<file path="src/gpp_pkg.sv">
`default_nettype none

package gpp_pkg;

  // port geometry
  localparam int NPIN = 8;
  localparam int OE_LINES = 16;
  localparam int OE_SEL_W = 4;
  localparam int PSEL_W = 4;

  // drive modes of the 3-bit per-pin field
  typedef enum logic [2:0] {
    DM_HIZ_ANA,
    DM_HIZ_DIG,
    DM_RES_PU,
    DM_RES_PD,
    DM_OD_LO,
    DM_OD_HI,
    DM_STRONG,
    DM_RES_PUPD
  } gpp_dm_t;

  // per-pin edge selection; no level option exists
  typedef enum logic [1:0] {
    IRQ_NONE,
    IRQ_RISE,
    IRQ_FALL,
    IRQ_BOTH
  } gpp_irq_t;

  // the pin-form byte: the eight most-used bits of one pin
  typedef struct packed {
    gpp_irq_t irq;
    logic slow;
    logic ibuf_dis;
    gpp_dm_t dm;
    logic dout;
  } gpp_pin_byte_t;

  // full per-pin configuration
  typedef struct packed {
    logic bidir_en;
    logic [OE_SEL_W-1:0] oe_sel;
    gpp_pin_byte_t b;
  } gpp_pin_cfg_t;

  // pad drive controls of one pin
  typedef struct packed {
    logic out;
    logic oe;
    logic pu;
    logic pd;
    logic slow;
  } gpp_drv_t;

  // port-form register selects, one bit per pin in each except PSEL_THRESH, whose single bit serves the whole port
  localparam logic [PSEL_W-1:0] PSEL_DOUT = 4'h0;
  localparam logic [PSEL_W-1:0] PSEL_DM0 = 4'h1;
  localparam logic [PSEL_W-1:0] PSEL_DM1 = 4'h2;
  localparam logic [PSEL_W-1:0] PSEL_DM2 = 4'h3;
  localparam logic [PSEL_W-1:0] PSEL_SLEW = 4'h4;
  localparam logic [PSEL_W-1:0] PSEL_IBUF_DIS = 4'h5;
  localparam logic [PSEL_W-1:0] PSEL_BIDIR = 4'h6;
  localparam logic [PSEL_W-1:0] PSEL_IRQ0 = 4'h7;
  localparam logic [PSEL_W-1:0] PSEL_IRQ1 = 4'h8;
  localparam logic [PSEL_W-1:0] PSEL_OESEL0 = 4'h9;
  localparam logic [PSEL_W-1:0] PSEL_OESEL1 = 4'hA;
  localparam logic [PSEL_W-1:0] PSEL_OESEL2 = 4'hB;
  localparam logic [PSEL_W-1:0] PSEL_OESEL3 = 4'hC;
  localparam logic [PSEL_W-1:0] PSEL_THRESH = 4'hD;
  localparam logic [PSEL_W-1:0] PSEL_STATE = 4'hE;

  // reset values
  localparam gpp_pin_cfg_t RST_PIN_CFG = '{
    bidir_en: 1'b0,
    oe_sel: 4'h0,
    b: '{irq: IRQ_NONE, slow: 1'b0, ibuf_dis: 1'b0,
         dm: DM_HIZ_DIG, dout: 1'b0}
  };
  localparam logic RST_THRESH = 1'b0;
  localparam logic [NPIN-1:0] RST_BYTE = 8'h00;

endpackage

`default_nettype wire

</file>
<file path="src/gpp_port.sv">
`timescale 1ns/1ps
`default_nettype none

module gpp_port (
  input wire logic clk,
  input wire logic reset,
  input wire logic port_wr,
  input wire logic [gpp_pkg::PSEL_W-1:0] port_sel,
  input wire logic [gpp_pkg::NPIN-1:0] port_wdata,
  output logic [gpp_pkg::NPIN-1:0] port_rdata,
  input wire logic pin_wr,
  input wire logic [2:0] pin_idx,
  input wire gpp_pkg::gpp_pin_byte_t pin_wdata,
  output gpp_pkg::gpp_pin_byte_t pin_rdata,
  input wire logic status_rd,
  output logic [gpp_pkg::NPIN-1:0] status_rdata,
  output logic irq,
  input wire logic [gpp_pkg::OE_LINES-1:0] aux_oe,
  input wire logic [gpp_pkg::NPIN-1:0] pin_in,
  output logic [gpp_pkg::NPIN-1:0] pin_out,
  output logic [gpp_pkg::NPIN-1:0] pin_oe,
  output logic [gpp_pkg::NPIN-1:0] pin_pu_en,
  output logic [gpp_pkg::NPIN-1:0] pin_pd_en,
  output logic [gpp_pkg::NPIN-1:0] pin_slow,
  output logic [gpp_pkg::NPIN-1:0] pin_ibuf_en,
  output logic thresh_lvttl
);
  import gpp_pkg::*;

  gpp_pin_cfg_t cfg_r [NPIN];
  logic thresh_r;
  logic [NPIN-1:0] sync1_r;
  logic [NPIN-1:0] sync2_r;
  logic [NPIN-1:0] prev_r;
  logic [NPIN-1:0] din;
  logic [NPIN-1:0] rise;
  logic [NPIN-1:0] fall;
  logic [NPIN-1:0] evt;
  logic [NPIN-1:0] status_r;
  logic [NPIN-1:0] status_nxt;
  logic [NPIN-1:0] status_clr;
  logic [NPIN-1:0] port_byte;
  gpp_dm_t dm_eff [NPIN];
  gpp_drv_t drv_nxt [NPIN];

  // read one port-form bit of a pin
  function automatic logic port_bit(gpp_pin_cfg_t c,
                                    logic [PSEL_W-1:0] s);
    logic v = 1'b0;
    unique case (s)
      PSEL_DOUT: v = c.b.dout;
      PSEL_DM0: v = c.b.dm[0];
      PSEL_DM1: v = c.b.dm[1];
      PSEL_DM2: v = c.b.dm[2];
      PSEL_SLEW: v = c.b.slow;
      PSEL_IBUF_DIS: v = c.b.ibuf_dis;
      PSEL_BIDIR: v = c.bidir_en;
      PSEL_IRQ0: v = c.b.irq[0];
      PSEL_IRQ1: v = c.b.irq[1];
      PSEL_OESEL0: v = c.oe_sel[0];
      PSEL_OESEL1: v = c.oe_sel[1];
      PSEL_OESEL2: v = c.oe_sel[2];
      PSEL_OESEL3: v = c.oe_sel[3];
      default: v = 1'b0;
    endcase
    return v;
  endfunction

  // update one port-form bit of a pin
  function automatic gpp_pin_cfg_t set_bit(gpp_pin_cfg_t c,
                                           logic [PSEL_W-1:0] s,
                                           logic v);
    gpp_pin_cfg_t r = c;
    unique case (s)
      PSEL_DOUT: r.b.dout = v;
      PSEL_DM0: r.b.dm = gpp_dm_t'({c.b.dm[2:1], v});
      PSEL_DM1: r.b.dm = gpp_dm_t'({c.b.dm[2], v, c.b.dm[0]});
      PSEL_DM2: r.b.dm = gpp_dm_t'({v, c.b.dm[1:0]});
      PSEL_SLEW: r.b.slow = v;
      PSEL_IBUF_DIS: r.b.ibuf_dis = v;
      PSEL_BIDIR: r.bidir_en = v;
      PSEL_IRQ0: r.b.irq = gpp_irq_t'({c.b.irq[1], v});
      PSEL_IRQ1: r.b.irq = gpp_irq_t'({v, c.b.irq[0]});
      PSEL_OESEL0: r.oe_sel[0] = v;
      PSEL_OESEL1: r.oe_sel[1] = v;
      PSEL_OESEL2: r.oe_sel[2] = v;
      PSEL_OESEL3: r.oe_sel[3] = v;
      default: r = c;
    endcase
    return r;
  endfunction

  // pin form first: a pin-form write to a pin drops that pin's port-form write of the same cycle
  always_ff @(posedge clk)
  begin
    for (int i = 0; i < NPIN; i++)
    begin
      if (reset)
        cfg_r[i] <= RST_PIN_CFG;
      else if (pin_wr && pin_idx == i[2:0])
        cfg_r[i].b <= pin_wdata;
      else if (port_wr)
        cfg_r[i] <= set_bit(cfg_r[i], port_sel, port_wdata[i]);
    end
  end

  // one threshold for the whole port
  always_ff @(posedge clk)
  begin
    if (reset)
      thresh_r <= RST_THRESH;
    else if (port_wr && port_sel == PSEL_THRESH)
      thresh_r <= port_wdata[0];
  end

  // port-form read view, registered
  always_comb
  begin
    port_byte = RST_BYTE;
    for (int i = 0; i < NPIN; i++)
      port_byte[i] = port_bit(cfg_r[i], port_sel);
    if (port_sel == PSEL_THRESH)
      port_byte = {7'h00, thresh_r};
    else if (port_sel == PSEL_STATE)
      port_byte = din;
  end

  always_ff @(posedge clk)
  begin
    if (reset)
    begin
      port_rdata <= RST_BYTE;
      pin_rdata <= RST_PIN_CFG.b;
    end
    else
    begin
      port_rdata <= port_byte;
      pin_rdata <= cfg_r[pin_idx].b;
    end
  end

  // aux enable low forces hi-z digital, high restores the chosen mode
  always_comb
  begin
    for (int i = 0; i < NPIN; i++)
    begin
      dm_eff[i] = cfg_r[i].b.dm;
      if (cfg_r[i].bidir_en && !aux_oe[cfg_r[i].oe_sel])
        dm_eff[i] = DM_HIZ_DIG;
    end
  end

  // pad controls per drive mode; slew matters only for hard drive
  always_comb
  begin
    for (int i = 0; i < NPIN; i++)
    begin
      drv_nxt[i] = '0;
      drv_nxt[i].out = cfg_r[i].b.dout;
      unique case (dm_eff[i])
        DM_HIZ_ANA, DM_HIZ_DIG: drv_nxt[i].out = 1'b0;
        DM_RES_PU:
        begin
          drv_nxt[i].pu = cfg_r[i].b.dout;
          drv_nxt[i].oe = !cfg_r[i].b.dout;
        end
        DM_RES_PD:
        begin
          drv_nxt[i].pd = !cfg_r[i].b.dout;
          drv_nxt[i].oe = cfg_r[i].b.dout;
        end
        DM_OD_LO: drv_nxt[i].oe = !cfg_r[i].b.dout;
        DM_OD_HI: drv_nxt[i].oe = cfg_r[i].b.dout;
        DM_STRONG: drv_nxt[i].oe = 1'b1;
        DM_RES_PUPD:
        begin
          drv_nxt[i].pu = cfg_r[i].b.dout;
          drv_nxt[i].pd = !cfg_r[i].b.dout;
        end
      endcase
      drv_nxt[i].slow = cfg_r[i].b.slow &&
        (dm_eff[i] inside {DM_OD_LO, DM_OD_HI, DM_STRONG});
    end
  end

  // pad outputs straight from flops; reset parks every pad released
  always_ff @(posedge clk)
  begin
    for (int i = 0; i < NPIN; i++)
    begin
      pin_out[i] <= drv_nxt[i].out && !reset;
      pin_oe[i] <= drv_nxt[i].oe && !reset;
      pin_pu_en[i] <= drv_nxt[i].pu && !reset;
      pin_pd_en[i] <= drv_nxt[i].pd && !reset;
      pin_slow[i] <= drv_nxt[i].slow && !reset;
    end
  end

  // buffer enables and threshold registered toward the pads
  always_ff @(posedge clk)
  begin
    if (reset)
    begin
      pin_ibuf_en <= ~RST_BYTE;
      thresh_lvttl <= RST_THRESH;
    end
    else
    begin
      for (int i = 0; i < NPIN; i++)
        pin_ibuf_en[i] <= !cfg_r[i].b.ibuf_dis;
      thresh_lvttl <= thresh_r;
    end
  end

  // two-flop synchroniser; the first stage feeds only the second
  always_ff @(posedge clk)
  begin
    if (reset)
    begin
      sync1_r <= RST_BYTE;
      sync2_r <= RST_BYTE;
      prev_r <= RST_BYTE;
    end
    else
    begin
      sync1_r <= pin_in;
      sync2_r <= sync1_r;
      prev_r <= din;
    end
  end

  // pure edge detect: no clock gating here, so sleep never stops it
  always_comb
  begin
    for (int i = 0; i < NPIN; i++)
    begin
      din[i] = sync2_r[i] && !cfg_r[i].b.ibuf_dis;
      rise[i] = din[i] && !prev_r[i];
      fall[i] = !din[i] && prev_r[i];
      unique case (cfg_r[i].b.irq)
        IRQ_NONE: evt[i] = 1'b0;
        IRQ_RISE: evt[i] = rise[i];
        IRQ_FALL: evt[i] = fall[i];
        IRQ_BOTH: evt[i] = rise[i] || fall[i];
      endcase
    end
  end

  // a new event wins over the clear of the same cycle
  always_comb
  begin
    status_clr = status_rd ? status_r : RST_BYTE;
    status_nxt = (status_r & ~status_clr) | evt;
  end

  always_ff @(posedge clk)
  begin
    if (reset)
    begin
      status_r <= RST_BYTE;
      status_rdata <= RST_BYTE;
      irq <= 1'b0;
    end
    else
    begin
      status_r <= status_nxt;
      if (status_rd)
        status_rdata <= status_r;
      irq <= |status_nxt;
    end
  end

  // checks, per pin, then for the whole port
  for (genvar g = 0; g < NPIN; g++)
  begin : g_chk
    a_od_low_only:
    assert property (@(posedge clk) disable iff (reset)
      $past(dm_eff[g] == DM_OD_LO) |-> !(pin_oe[g] && pin_out[g]))
      else $error("open drain low drove high");

    a_res_single_mode:
    assert property (@(posedge clk) disable iff (reset)
      $past(dm_eff[g] == DM_RES_PU) |->
        (pin_pu_en[g] != pin_oe[g]) && pin_pu_en[g] == $past(cfg_r[g].b.dout))
      else $error("pull-up mode drive wrong");

    a_res_both_mode:
    assert property (@(posedge clk) disable iff (reset)
      $past(dm_eff[g] == DM_RES_PUPD) |-> !pin_oe[g] &&
        pin_pu_en[g] == $past(cfg_r[g].b.dout) &&
        pin_pd_en[g] == !$past(cfg_r[g].b.dout))
      else $error("combined resistive drive wrong");

    a_strong_follows:
    assert property (@(posedge clk) disable iff (reset)
      $past(dm_eff[g] == DM_STRONG) |->
        pin_oe[g] && pin_out[g] == $past(cfg_r[g].b.dout))
      else $error("strong drive not following data");

    a_bidir_hiz:
    assert property (@(posedge clk) disable iff (reset)
      cfg_r[g].bidir_en && !aux_oe[cfg_r[g].oe_sel] |=>
        !pin_oe[g] && !pin_pu_en[g] && !pin_pd_en[g])
      else $error("aux enable low but pin driven");

    a_slew_hard_only:
    assert property (@(posedge clk) disable iff (reset)
      pin_slow[g] |-> $past(cfg_r[g].b.slow) &&
        $past(dm_eff[g] inside {DM_OD_LO, DM_OD_HI, DM_STRONG}))
      else $error("slow slew in resistive mode");

    a_sync_delay:
    assert property (@(posedge clk) disable iff (reset)
      $rose(pin_in[g]) |-> ##2 sync2_r[g])
      else $error("synchroniser latency wrong");

    a_edge_sets_status:
    assert property (@(posedge clk) disable iff (reset)
      evt[g] |=> status_r[g] && irq)
      else $error("event did not set status and request");
  end

  a_read_clears:
  assert property (@(posedge clk) disable iff (reset)
    status_rd && evt == '0 |=> status_r == '0 ##0 !irq)
    else $error("status read did not clear");

  a_irq_held:
  assert property (@(posedge clk) disable iff (reset)
    status_r != '0 && !status_rd |=> irq)
    else $error("request dropped with status set");

  c_rise_event:
  cover property (@(posedge clk) disable iff (reset)
    rise[1] && cfg_r[1].b.irq == IRQ_RISE ##1 status_r[1]);
  c_both_fall:
  cover property (@(posedge clk) disable iff (reset)
    fall[3] && cfg_r[3].b.irq == IRQ_BOTH);
  c_bidir_switch:
  cover property (@(posedge clk) disable iff (reset)
    cfg_r[2].bidir_en && pin_oe[2] ##1 !pin_oe[2]);
  c_irq_cleared:
  cover property (@(posedge clk) disable iff (reset)
    irq ##1 status_rd ##1 !irq);

endmodule

`default_nettype wire

</file>
<file path="config.mk">
export PLATFORM = sky130hd
export DESIGN_NAME = gpp_port
export DESIGN_NICKNAME = d
export VERILOG_FILES = /design/src/gpp_pkg.sv /design/src/gpp_port.sv
export SDC_FILE = /design/constraint.sdc
export NUM_CORES = 1
export LEC_CHECK = 0
export ABC_AREA = 1
export BUFFER_PORTS_ARGS = -buffer_cell sky130_fd_sc_hd__clkbuf_2
export CORE_AREA = 2 2 159 161
export DETAILED_ROUTE_END_ITERATION = 12
export DIE_AREA = 0 0 161 163
export GPL_TIMING_DRIVEN = 0
export HOLD_SLACK_MARGIN = 0.02
export PLACE_DENSITY = 0.66
export SYNTH_ARGS = -nofsm -noshare
export SYNTH_HDL_FRONTEND = slang
export SYNTH_SLANG_ARGS = --single-unit
</file>
<file path="constraint.sdc">
create_clock -name clk -period 1.68 [get_ports clk]
set_clock_uncertainty 0.2 [all_clocks]
set_input_delay 0.252 -clock clk [delete_from_list [all_inputs] [get_ports clk]]
set_output_delay 0.252 -clock clk [all_outputs]
set_load 0.05 [all_outputs]
</file>
==> reports/qor.json, run 1 <==
{
  "run_status": {
    "outcome": "finished, violations left",
    "failed_checks": "negative setup slack"
  },
  "timing": {
    "slew_viol_final": 0,
    "postLayoutSetupSlackWorst_ps": -273,
    "min_period_ps": 1950,
    "maxSlewHeadroom": 0.226,
    "tns_ps": -3970,
    "grt_setup_unrepaired": "yes",
    "setup-violations-final": 45,
    "min_period_over_period": 1.16,
    "timing.final.hold_violations": 0,
    "maxClockFrequency_ghz": 0.512,
    "worstMarginPinSlew_ps": 1160,
    "final_layout_worst_hold_slack_ps": 56.0
  },
  "clocking": {
    "maximum_clock_insertion_buffer_count": 3,
    "numCtsBuffers": 24,
    "clkTransAtPathRegs_ps": 60,
    "cts_tree": "built",
    "clock-sinks": 211,
    "clkLatencyLatePin_ps": 540,
    "cts.root.buffer_cell": "clkbuf_16",
    "cts-htree-levels": 1
  },
  "synthesis": {
    "async_flop_share": 0,
    "synth_edf_count": 104,
    "ys_dominant_reg_cell": "dfxtp_1",
    "syn-num-nets": 1496,
    "syn-instance-count": 1428,
    "synth_cell_type_count": 40,
    "netlist_area_um2": 10900,
    "synth_area_per_cell_um2": 7.64,
    "yosys_warnings": 0,
    "postSynthRegisterBits": 211,
    "seq_area_frac_synth": 0.483
  },
  "floorplanning": {
    "floorplan.die_area_um2": 26200,
    "design.portCount": 126,
    "starting_utilization_of_the_core_area": 0.442,
    "core-area_um2": 24700,
    "die_width_um": 161,
    "fp.dieH_um": 163,
    "std_cell_rows": 58
  },
  "hold_path": {
    "worstHoldEndpoint": "cfg_r[1][4]",
    "hold_wc_startpoint": "port_wdata[1]",
    "hold_path_depth": 3,
    "worstHoldPathType": "in -> reg"
  },
  "global_routing": {
    "grt_max_degree": 15,
    "grt_first_pass_wirelength_um": 63200,
    "remaining_global_route_overflow": 0,
    "grt_pass1_vias": 10800,
    "antenna_found_initial": 0,
    "grtUsageTotal": 0.322
  },
  "setup_path": {
    "critical-path-max-stage-delay_ps": 460,
    "crit_path_cell_trace": "nor2_4 > inv_2 > ha_2 > o21ai_2 > a21oi_2 > nor2_2 > nand2_1 > nor3_2 > a21oi_1",
    "worst-setup-path-type": "reg -> reg",
    "critPathLaunchType": "register",
    "crit_path_start": "cfg_r[0][4]",
    "worstReg2RegStart": "cfg_r[0][4]",
    "worstSetupEndpointType": "register",
    "regToRegEndpoint": "irq",
    "timing.reg2reg.worst_path_depth": 9,
    "critPathMaxFanout": 3,
    "cpMaxStageDelayCell": "edfxtp_1",
    "critPathArrivalTime_ps": 2150,
    "crit_required_ps": 1880,
    "timing.reg2reg.setup_slack_ps": -270
  },
  "finish": {
    "filler_cell_count": 2131,
    "layout_common_cells": "316 x nand2_1, 145 x inv_1, 128 x clkbuf_2, 113 x nand3_2, 107 x dfxtp_1",
    "areaGrowthSynthToFinish_pct": 37.5,
    "layout.cells.most_common": "nand2_1",
    "footprint_of_the_multi_input_gates_um2": 6090,
    "seqCellArea_um2": 5270,
    "fraction_of_layout_instances_using_a_drive_strength_above_1": 0.349,
    "design_area_um2": 15000,
    "finalNetCount": 1731,
    "layout.core_utilization": 0.608,
    "antenna-diode-count": 0
  },
  "routing": {
    "drt_pass1_iterations": 6,
    "drc_errors": 0,
    "route.vias.total": 11900,
    "final_antenna_net_count": 0,
    "finalWirelength_um": 44800,
    "detail_route.wl_per_cell_um": 22.3,
    "initialDrtViolationCount": 1602,
    "via_per_instance_ratio": 5.91
  },
  "power": {
    "vdd_drop_max_v": 0.00106,
    "swShare": 0.319,
    "fin_total_pwr_w": 0.0152,
    "power_frac_seq": 0.407,
    "power-per-cell-area_nw_per_um2": 1010,
    "leakage_power_nw": 6.70,
    "net-switching-power_w": 0.00484,
    "p_int_w": 0.0103,
    "comb_power_share": 0.208,
    "clkPwrFrac": 0.385
  },
  "placement": {
    "placement.io_buffers": 123,
    "routability_congestion": 1.01,
    "post_dp_cell_area_um2": 11900,
    "post-dp-hpwl_um": 30300
  },
  "run": {
    "drv_cap": 0
  }
}
[logic make-up after synthesis]
kind of cell / synth area share
AND/OR/NAND/NOR: 0.287
buffers and inverters: 0.0829
adder cells (fa/ha/maj): 0.0183
flip-flops: 0.483
AO/OA/AOI/OAI: 0.129
[worst max-delay path by stage]
stage,endpoint,slack [ps],cells past startpoint
2_1_floorplan,irq,-20,7
3_3_place_gp,cfg_r[4][2],-780,5
3_5_place_dp,cfg_r[4][5],-790,5
4_1_cts,irq,-250,8
5_1_grt,irq,-360,7
6_report,irq,-270,9
[sequential cells by signal (all words and copies together), names as in the netlist, 8 cells and up]
register	cells
pin_out	8
pin_pd_en	8
pin_ibuf_en	8
sync2_r	8
pin_pu_en	8
status_rdata	8
pin_rdata	8
status_r	8
prev_r	8
cfg_r	104
sync1_r	8
port_rdata	8
pin_oe	8
pin_slow	8
[cells in the mapped netlist, drive strengths merged, types with 8 or more instances]
cell    number  share of area
o21ai      113          0.052
a21oi       24          0.011
nand3      189          0.087
o211ai       8         0.0055
ha          16          0.018
edfxtp     104           0.29
a31oi       11         0.0063
buf         33          0.018
nor3        21          0.010
nand2      414           0.15
dfxtp      107           0.20
a22oi       10         0.0069
o22ai       47          0.027
inv        180          0.063
nor2       116          0.042
[area by class of cell]
class                      instances  share of cell area
clock inverter                     9             0.00551
timing repair buffer             201              0.0837
timing repair inverter             8             0.00400
inverter                         181              0.0501
clock buffer                      35              0.0547
multi-input combinational        996               0.406
buffer                            40              0.0173
tap                              330              0.0275
sequential                       211               0.351
[stage by stage]
step	cells	setup WS, ps
final	2011	-273
after floorplan	1428	-21.5
after CTS	1975	-247
after global routing	2011	-360
after detailed placement	1881	-786
after global placement	1881	-784
[critical path, delay by kind of cell (launching register included)]
family,cells,cell delay (ps)
compound gates,3,290
fa+ha+maj,1,170
buf+inv,1,60
flops,1,460
simple gates,4,630
[layer usage]
metal  up-vias  GRT usage  part of all wire
met5         -          0                 0
met3       173     0.0723              0.12
met1      5516      0.420              0.38
met2       899      0.503              0.44
li1       5290          -                 -
met4         0      0.170             0.061
[timing repair]
action | 4_1_cts | 5_1_grt
gates resized for setup | 144 | 238
setup buffers | 16 | 32
setup endpoints to repair | 106 | 139
hold endpoints to repair | 32 | 0
pin swaps | 45 | 97
gates cloned | 9 | 7
hold buffers | 25 | 0
[power by group through the flow]
stage / Combinational [W] / Clock, W / Sequential, W
floorplan: 0.00119 / 0 / 0.00657
global placement: 0.00234 / 0 / 0.00621
detailed placement: 0.00236 / 0 / 0.00621
CTS: 0.00268 / 0.00584 / 0.00613
global route: 0.00333 / 0.00605 / 0.00621
finish: 0.00316 / 0.00585 / 0.00618
Power figures use the tool's default switching activity.
==> run 2, diff against run 1 <==
--- a/config.mk
+++ b/config.mk
@@ -6,13 +6,14 @@
 export NUM_CORES = 1
 export LEC_CHECK = 0
 export ABC_AREA = 1
-export BUFFER_PORTS_ARGS = -buffer_cell sky130_fd_sc_hd__clkbuf_2
+export BUFFER_PORTS_ARGS = -buffer_cell sky130_fd_sc_hd__buf_2
 export CORE_AREA = 2 2 159 161
 export DETAILED_ROUTE_END_ITERATION = 12
 export DIE_AREA = 0 0 161 163
 export GPL_TIMING_DRIVEN = 0
 export HOLD_SLACK_MARGIN = 0.02
 export PLACE_DENSITY = 0.66
+export SLEW_MARGIN = 20
 export SYNTH_ARGS = -nofsm -noshare
 export SYNTH_HDL_FRONTEND = slang
 export SYNTH_SLANG_ARGS = --single-unit
==> run 2 against run 1 <==
Net effect:
- the flow still finishes with violations (negative setup slack)
- utilization down 0.49 points
- sequential share of layout area up 0.29 points
- highest routed layer unchanged
- fmax down 2.6%
- clock power down 9.4%
- sequential power about the same
- via count up 0.67%
- largest cell class unchanged
- worst setup slack worse by 51 ps
- routed wire length down 1.2%
- cell area down 0.81%
- critical path depth down 2
- register-to-register slack worse by 50 ps
- flip-flop and latch count unchanged
==> reports/qor.json, run 2 (same netlist as run 1, synthesis figures left out) <==
{
  "floorplanning": {
    "core-area_um2": 24700,
    "std_cell_rows": 58,
    "design.portCount": 126,
    "floorplan.die_area_um2": 26200,
    "fp.dieH_um": 163,
    "starting_utilization_of_the_core_area": 0.442,
    "die_width_um": 161
  },
  "run_status": {
    "outcome": "finished, violations left",
    "failed_checks": "negative setup slack"
  },
  "routing": {
    "drc_errors": 0,
    "detail_route.wl_per_cell_um": 22.0,
    "final_antenna_net_count": 0,
    "via_per_instance_ratio": 5.95,
    "finalWirelength_um": 44300,
    "drt_pass1_iterations": 7,
    "route.vias.total": 12000,
    "initialDrtViolationCount": 1926
  },
  "timing": {
    "maxSlewHeadroom": 0.389,
    "timing.final.hold_violations": 0,
    "tns_ps": -5050,
    "min_period_over_period": 1.19,
    "grt_setup_unrepaired": "yes",
    "setup-violations-final": 45,
    "min_period_ps": 2000,
    "worstMarginPinSlew_ps": 916,
    "maxClockFrequency_ghz": 0.499,
    "postLayoutSetupSlackWorst_ps": -325,
    "slew_viol_final": 0
  },
  "finish": {
    "finalNetCount": 1731,
    "areaGrowthSynthToFinish_pct": 36.3,
    "fraction_of_layout_instances_using_a_drive_strength_above_1": 0.339,
    "layout_common_cells": "320 x nand2_1, 144 x inv_1, 143 x buf_2, 108 x nand3_2, 107 x dfxtp_1",
    "layout.core_utilization": 0.603,
    "layout.cells.most_common": "nand2_1",
    "antenna-diode-count": 0,
    "filler_cell_count": 2170,
    "largest_register_ff_count": 104,
    "footprint_of_the_multi_input_gates_um2": 6060,
    "seqCellArea_um2": 5270,
    "largest_reg_by_ff_count": "cfg_r"
  },
  "global_routing": {
    "grt_first_pass_wirelength_um": 62100,
    "grtUsageTotal": 0.315,
    "grt_pass1_vias": 10800,
    "remaining_global_route_overflow": 0,
    "antenna_found_initial": 0,
    "grt_max_degree": 15
  },
  "power": {
    "leakage_power_nw": 6.66,
    "fin_total_pwr_w": 0.0147,
    "vdd_drop_max_v": 0.000684,
    "power-per-cell-area_nw_per_um2": 986
  },
  "setup_path": {
    "critPathMaxFanout": 2,
    "worstSetupEndpointType": "register",
    "timing.reg2reg.setup_slack_ps": -320,
    "critPathLaunchType": "register",
    "crit_required_ps": 1890,
    "worst-setup-path-type": "reg -> reg",
    "critPathArrivalTime_ps": 2220
  },
  "clocking": {
    "clkLatencyLatePin_ps": 550,
    "cts-htree-levels": 1,
    "cts_tree": "built",
    "clock-sinks": 211,
    "cts.root.buffer_cell": "clkbuf_16",
    "maximum_clock_insertion_buffer_count": 3,
    "numCtsBuffers": 24,
    "clkTransAtPathRegs_ps": 70
  },
  "placement": {
    "post-dp-hpwl_um": 29500,
    "pre_cts_ws_ps": -784,
    "placement.io_buffers": 123,
    "routability_congestion": 1.06
  },
  "run": {
    "drv_cap": 0
  },
  "hold_path": {
    "worstHoldPathType": "in -> reg"
  }
}
## run 2: where the power goes
part           total, W  leakage [nW]  switching [W]  internal [W]
clock           0.00530         0.403        0.00227       0.00303
sequential      0.00620          1.89       0.000383       0.00582
combinational   0.00317          4.36        0.00220      0.000976
total            0.0147          6.66        0.00485       0.00982
## run 2: worst paths after layout
kind                                   from            to  cells past startpoint
worst max-delay path            cfg_r[4][4]           irq                      7
worst min register to register   sync1_r[3]    sync2_r[3]                      2
worst min-delay path             pin_idx[2]  pin_rdata[1]                      4
worst max register to register  cfg_r[4][4]           irq                      7
## run 2: through the flow
stage,hold WS (ps),cell area [um^2],instances
after global routing,82.2,14900,2011
after CTS,23.0,13800,1983
after detailed placement,192,11900,1881
after global placement,190,11900,1881
after floorplan,159,10900,1428
final,60.6,14900,2011
## run 2: per-layer routing
| metal | GRT usage | up-vias | wire, um |
|---|---|---|---|
| met5 | 0 | - | 0 |
| met2 | 0.494 | 1012 | 19200 |
| li1 | - | 5282 | - |
| met3 | 0.0817 | 220 | 6410 |
| met4 | 0.165 | 0 | 2720 |
| met1 | 0.403 | 5443 | 15900 |
## run 2: layout make-up
type                            count  share of cell area
Buffer                             40              0.0173
Clock buffer                       34              0.0485
Clock inverter                     10             0.00505
Inverter                          181              0.0506
Multi-Input combinational cell    996               0.407
Sequential cell                   211               0.354
Tap cell                          330              0.0278
Timing Repair Buffer              201              0.0859
Timing Repair inverter              8             0.00387
## run 2: worst max-delay path, stage by stage, from the launching register on
cell and delay, ps:
edfxtp_1 450, nor2_4 150, inv_2 70, ha_4 140
o211ai_1 280, nand3_1 160, nor4_2 340, a21oi_2 100
## run 2: repair_timing
item | in CTS | in global routing
pin swaps | 44 | 90
setup buffers | 27 | 23
hold endpoints to repair | 34 | 0
hold buffers | 25 | 0
resized for setup | 154 | 223
gates cloned | 9 | 7
endpoints found under the setup margin | 69 | 114
==> run 3, diff against run 2 <==
--- a/config.mk
+++ b/config.mk
@@ -12,7 +12,7 @@
 export DIE_AREA = 0 0 161 163
 export GPL_TIMING_DRIVEN = 0
 export HOLD_SLACK_MARGIN = 0.02
-export PLACE_DENSITY = 0.66
+export PLACE_DENSITY = 0.73
 export SLEW_MARGIN = 20
 export SYNTH_ARGS = -nofsm -noshare
 export SYNTH_HDL_FRONTEND = slang
==> constraint.sdc (replaced) <==
create_clock -name clk -period 2.3 [get_ports clk]
set_clock_uncertainty 0.2 [all_clocks]
set_input_delay 0.345 -clock clk [delete_from_list [all_inputs] [get_ports clk]]
set_output_delay 0.345 -clock clk [all_outputs]
set_load 0.05 [all_outputs]
==> run 3 against run 2 <==
Net effect:
- the flow now finishes without violations
- cell count is 3.6% lower
- combinational power is 44% lower
- register-to-register slack better by 380 ps
- cell area shrank 13%
- routed wire length is 8.0% lower
- largest cell class is now flip-flops and latches
==> reports/qor.json, run 3 (same netlist as run 1, synthesis figures left out) <==
{
  "finish": {
    "layout.core_utilization": 0.526,
    "fraction_of_layout_instances_using_a_drive_strength_above_1": 0.149,
    "antenna-diode-count": 0,
    "filler_cell_count": 2364,
    "largest_reg_by_ff_count": "cfg_r",
    "largest_register_ff_count": 104,
    "layout.cells.most_common": "nand2_1",
    "post_layout_nonfiller_instances": 1939,
    "finalNetCount": 1659,
    "areaGrowthSynthToFinish_pct": 18.9,
    "layout_common_cells": "406 x nand2_1, 188 x nand3_1, 161 x inv_1, 138 x buf_2, 111 x o21ai_0",
    "design_area_um2": 13000
  },
  "setup_path": {
    "worstReg2RegStart": "cfg_r[4][4]",
    "crit_buf_inv": 1,
    "critPathMaxFanout": 4,
    "critPathLaunchType": "register",
    "critPathArrivalTime_ps": 2430,
    "worstSetupEndpointType": "register",
    "crit_path_start": "cfg_r[4][4]",
    "crit_required_ps": 2490,
    "timing.reg2reg.setup_slack_ps": 60,
    "crit_path_cell_trace": "nor2_2 > inv_1 > ha_1 > o211ai_1 > nand3_1 > nor4_2 > a21oi_1",
    "critical-path-max-stage-delay_ps": 500,
    "cpMaxStageDelayCell": "edfxtp_1",
    "worst-setup-path-type": "reg -> reg",
    "critical-path-top-delay-family": "simple AND/OR/NAND/NOR gates"
  },
  "placement": {
    "routability_congestion": 1.03,
    "post-dp-hpwl_um": 29600,
    "pre_cts_ws_ps": -226,
    "dp_cells": 1881,
    "post_dp_cell_area_um2": 11900,
    "placement.io_buffers": 123
  },
  "clocking": {
    "clock-sinks": 211,
    "cts.root.buffer_cell": "clkbuf_16",
    "clkTransAtPathRegs_ps": 60,
    "maximum_clock_insertion_buffer_count": 3,
    "numCtsBuffers": 24,
    "cts_tree": "built",
    "cts-htree-levels": 1,
    "clkLatencyLatePin_ps": 540
  },
  "timing": {
    "timing.final.hold_violations": 0,
    "slew_viol_final": 0,
    "min_period_over_period": 0.975,
    "maxClockFrequency_ghz": 0.446,
    "postLayoutSetupSlackWorst_ps": 57.2,
    "setup-violations-final": 0,
    "min_period_ps": 2240,
    "tns_ps": 0,
    "worstMarginPinSlew_ps": 1100,
    "grt_setup_unrepaired": "yes",
    "maxSlewHeadroom": 0.269
  },
  "floorplanning": {
    "design.portCount": 126,
    "die_width_um": 161,
    "floorplan.die_area_um2": 26200,
    "fp.dieH_um": 163,
    "std_cell_rows": 58,
    "starting_utilization_of_the_core_area": 0.442,
    "core-area_um2": 24700
  },
  "run_status": {
    "outcome": "finished clean"
  },
  "routing": {
    "initialDrtViolationCount": 1608,
    "via_per_instance_ratio": 5.78,
    "drc_errors": 0,
    "detail_route.wl_per_cell_um": 21.0,
    "final_antenna_net_count": 0,
    "drt_pass1_iterations": 6,
    "route.vias.total": 11200,
    "finalWirelength_um": 40700
  },
  "power": {
    "power-per-cell-area_nw_per_um2": 801,
    "vdd_drop_max_v": 0.000523,
    "leakage_power_nw": 6.00
  },
  "global_routing": {
    "grt_pass1_vias": 10300,
    "grt_max_degree": 15,
    "grt_first_pass_wirelength_um": 60000,
    "remaining_global_route_overflow": 0,
    "antenna_found_initial": 1,
    "grtUsageTotal": 0.306
  },
  "hold_path": {
    "worstHoldPathType": "in -> reg",
    "hold_wc_startpoint": "pin_wdata[7]"
  },
  "run": {
    "drv_cap": 0
  }
}
==> run 3: layout make-up <==
| cell class | count | area [um^2] | share of cell area |
|---|---|---|---|
| Buffer | 40 | 218 | 0.0168 |
| Timing Repair Buffer | 137 | 753 | 0.0580 |
| Multi-Input combinational cell | 996 | 4760 | 0.367 |
| Clock inverter | 9 | 61.3 | 0.00472 |
| Tap cell | 330 | 413 | 0.0318 |
| Inverter | 181 | 687 | 0.0529 |
| Clock buffer | 35 | 820 | 0.0632 |
| Sequential cell | 211 | 5270 | 0.406 |
==> run 3: final timing paths <==
| kind | endpoint | cells after the start |
|---|---|---|
| worst min-delay path | cfg_r[4][7] | 3 |
| worst min register to register | sync2_r[7] | 2 |
| worst max-delay path | irq | 7 |
| worst max register to register | irq | 7 |
==> run 3: per-layer routing <==
layer  GRT usage  share of wire  vias to the layer above
li1            -              -                     5120
met1       0.392           0.38                     5146
met2       0.466           0.43                      774
met3      0.0672           0.13                      160
met4       0.201          0.071                        0
met5           0              0                        -
==> run 3: what timing repair did <==
action                                  CTS  global route
pin swaps                                 0             2
endpoints found under the hold margin    13             0
resized for setup                         1             4
buffers inserted                          0             1
hold buffers                             13             0
endpoints found under the setup margin    1             3
==> run 3: report_power, final <==
| group | total [W] | internal [W] | switching (W) |
|---|---|---|---|
| sequential | 0.00447 | 0.00425 | 0.000222 |
| clock | 0.00413 | 0.00249 | 0.00164 |
| combinational | 0.00179 | 0.000475 | 0.00132 |
==> run 3: metrics by stage <==
stage          hold WS, ps  power, W
5_1_grt               42.2    0.0107
4_1_cts               21.2    0.0104
2_1_floorplan          188   0.00567
3_5_place_dp           192   0.00626
3_3_place_gp           189   0.00623
6_report              37.4    0.0104
==> run 3: worst min-delay path, stage by stage <==
cell and delay, ps:
buf_2 110, nand2_1 70, a21oi_1 70
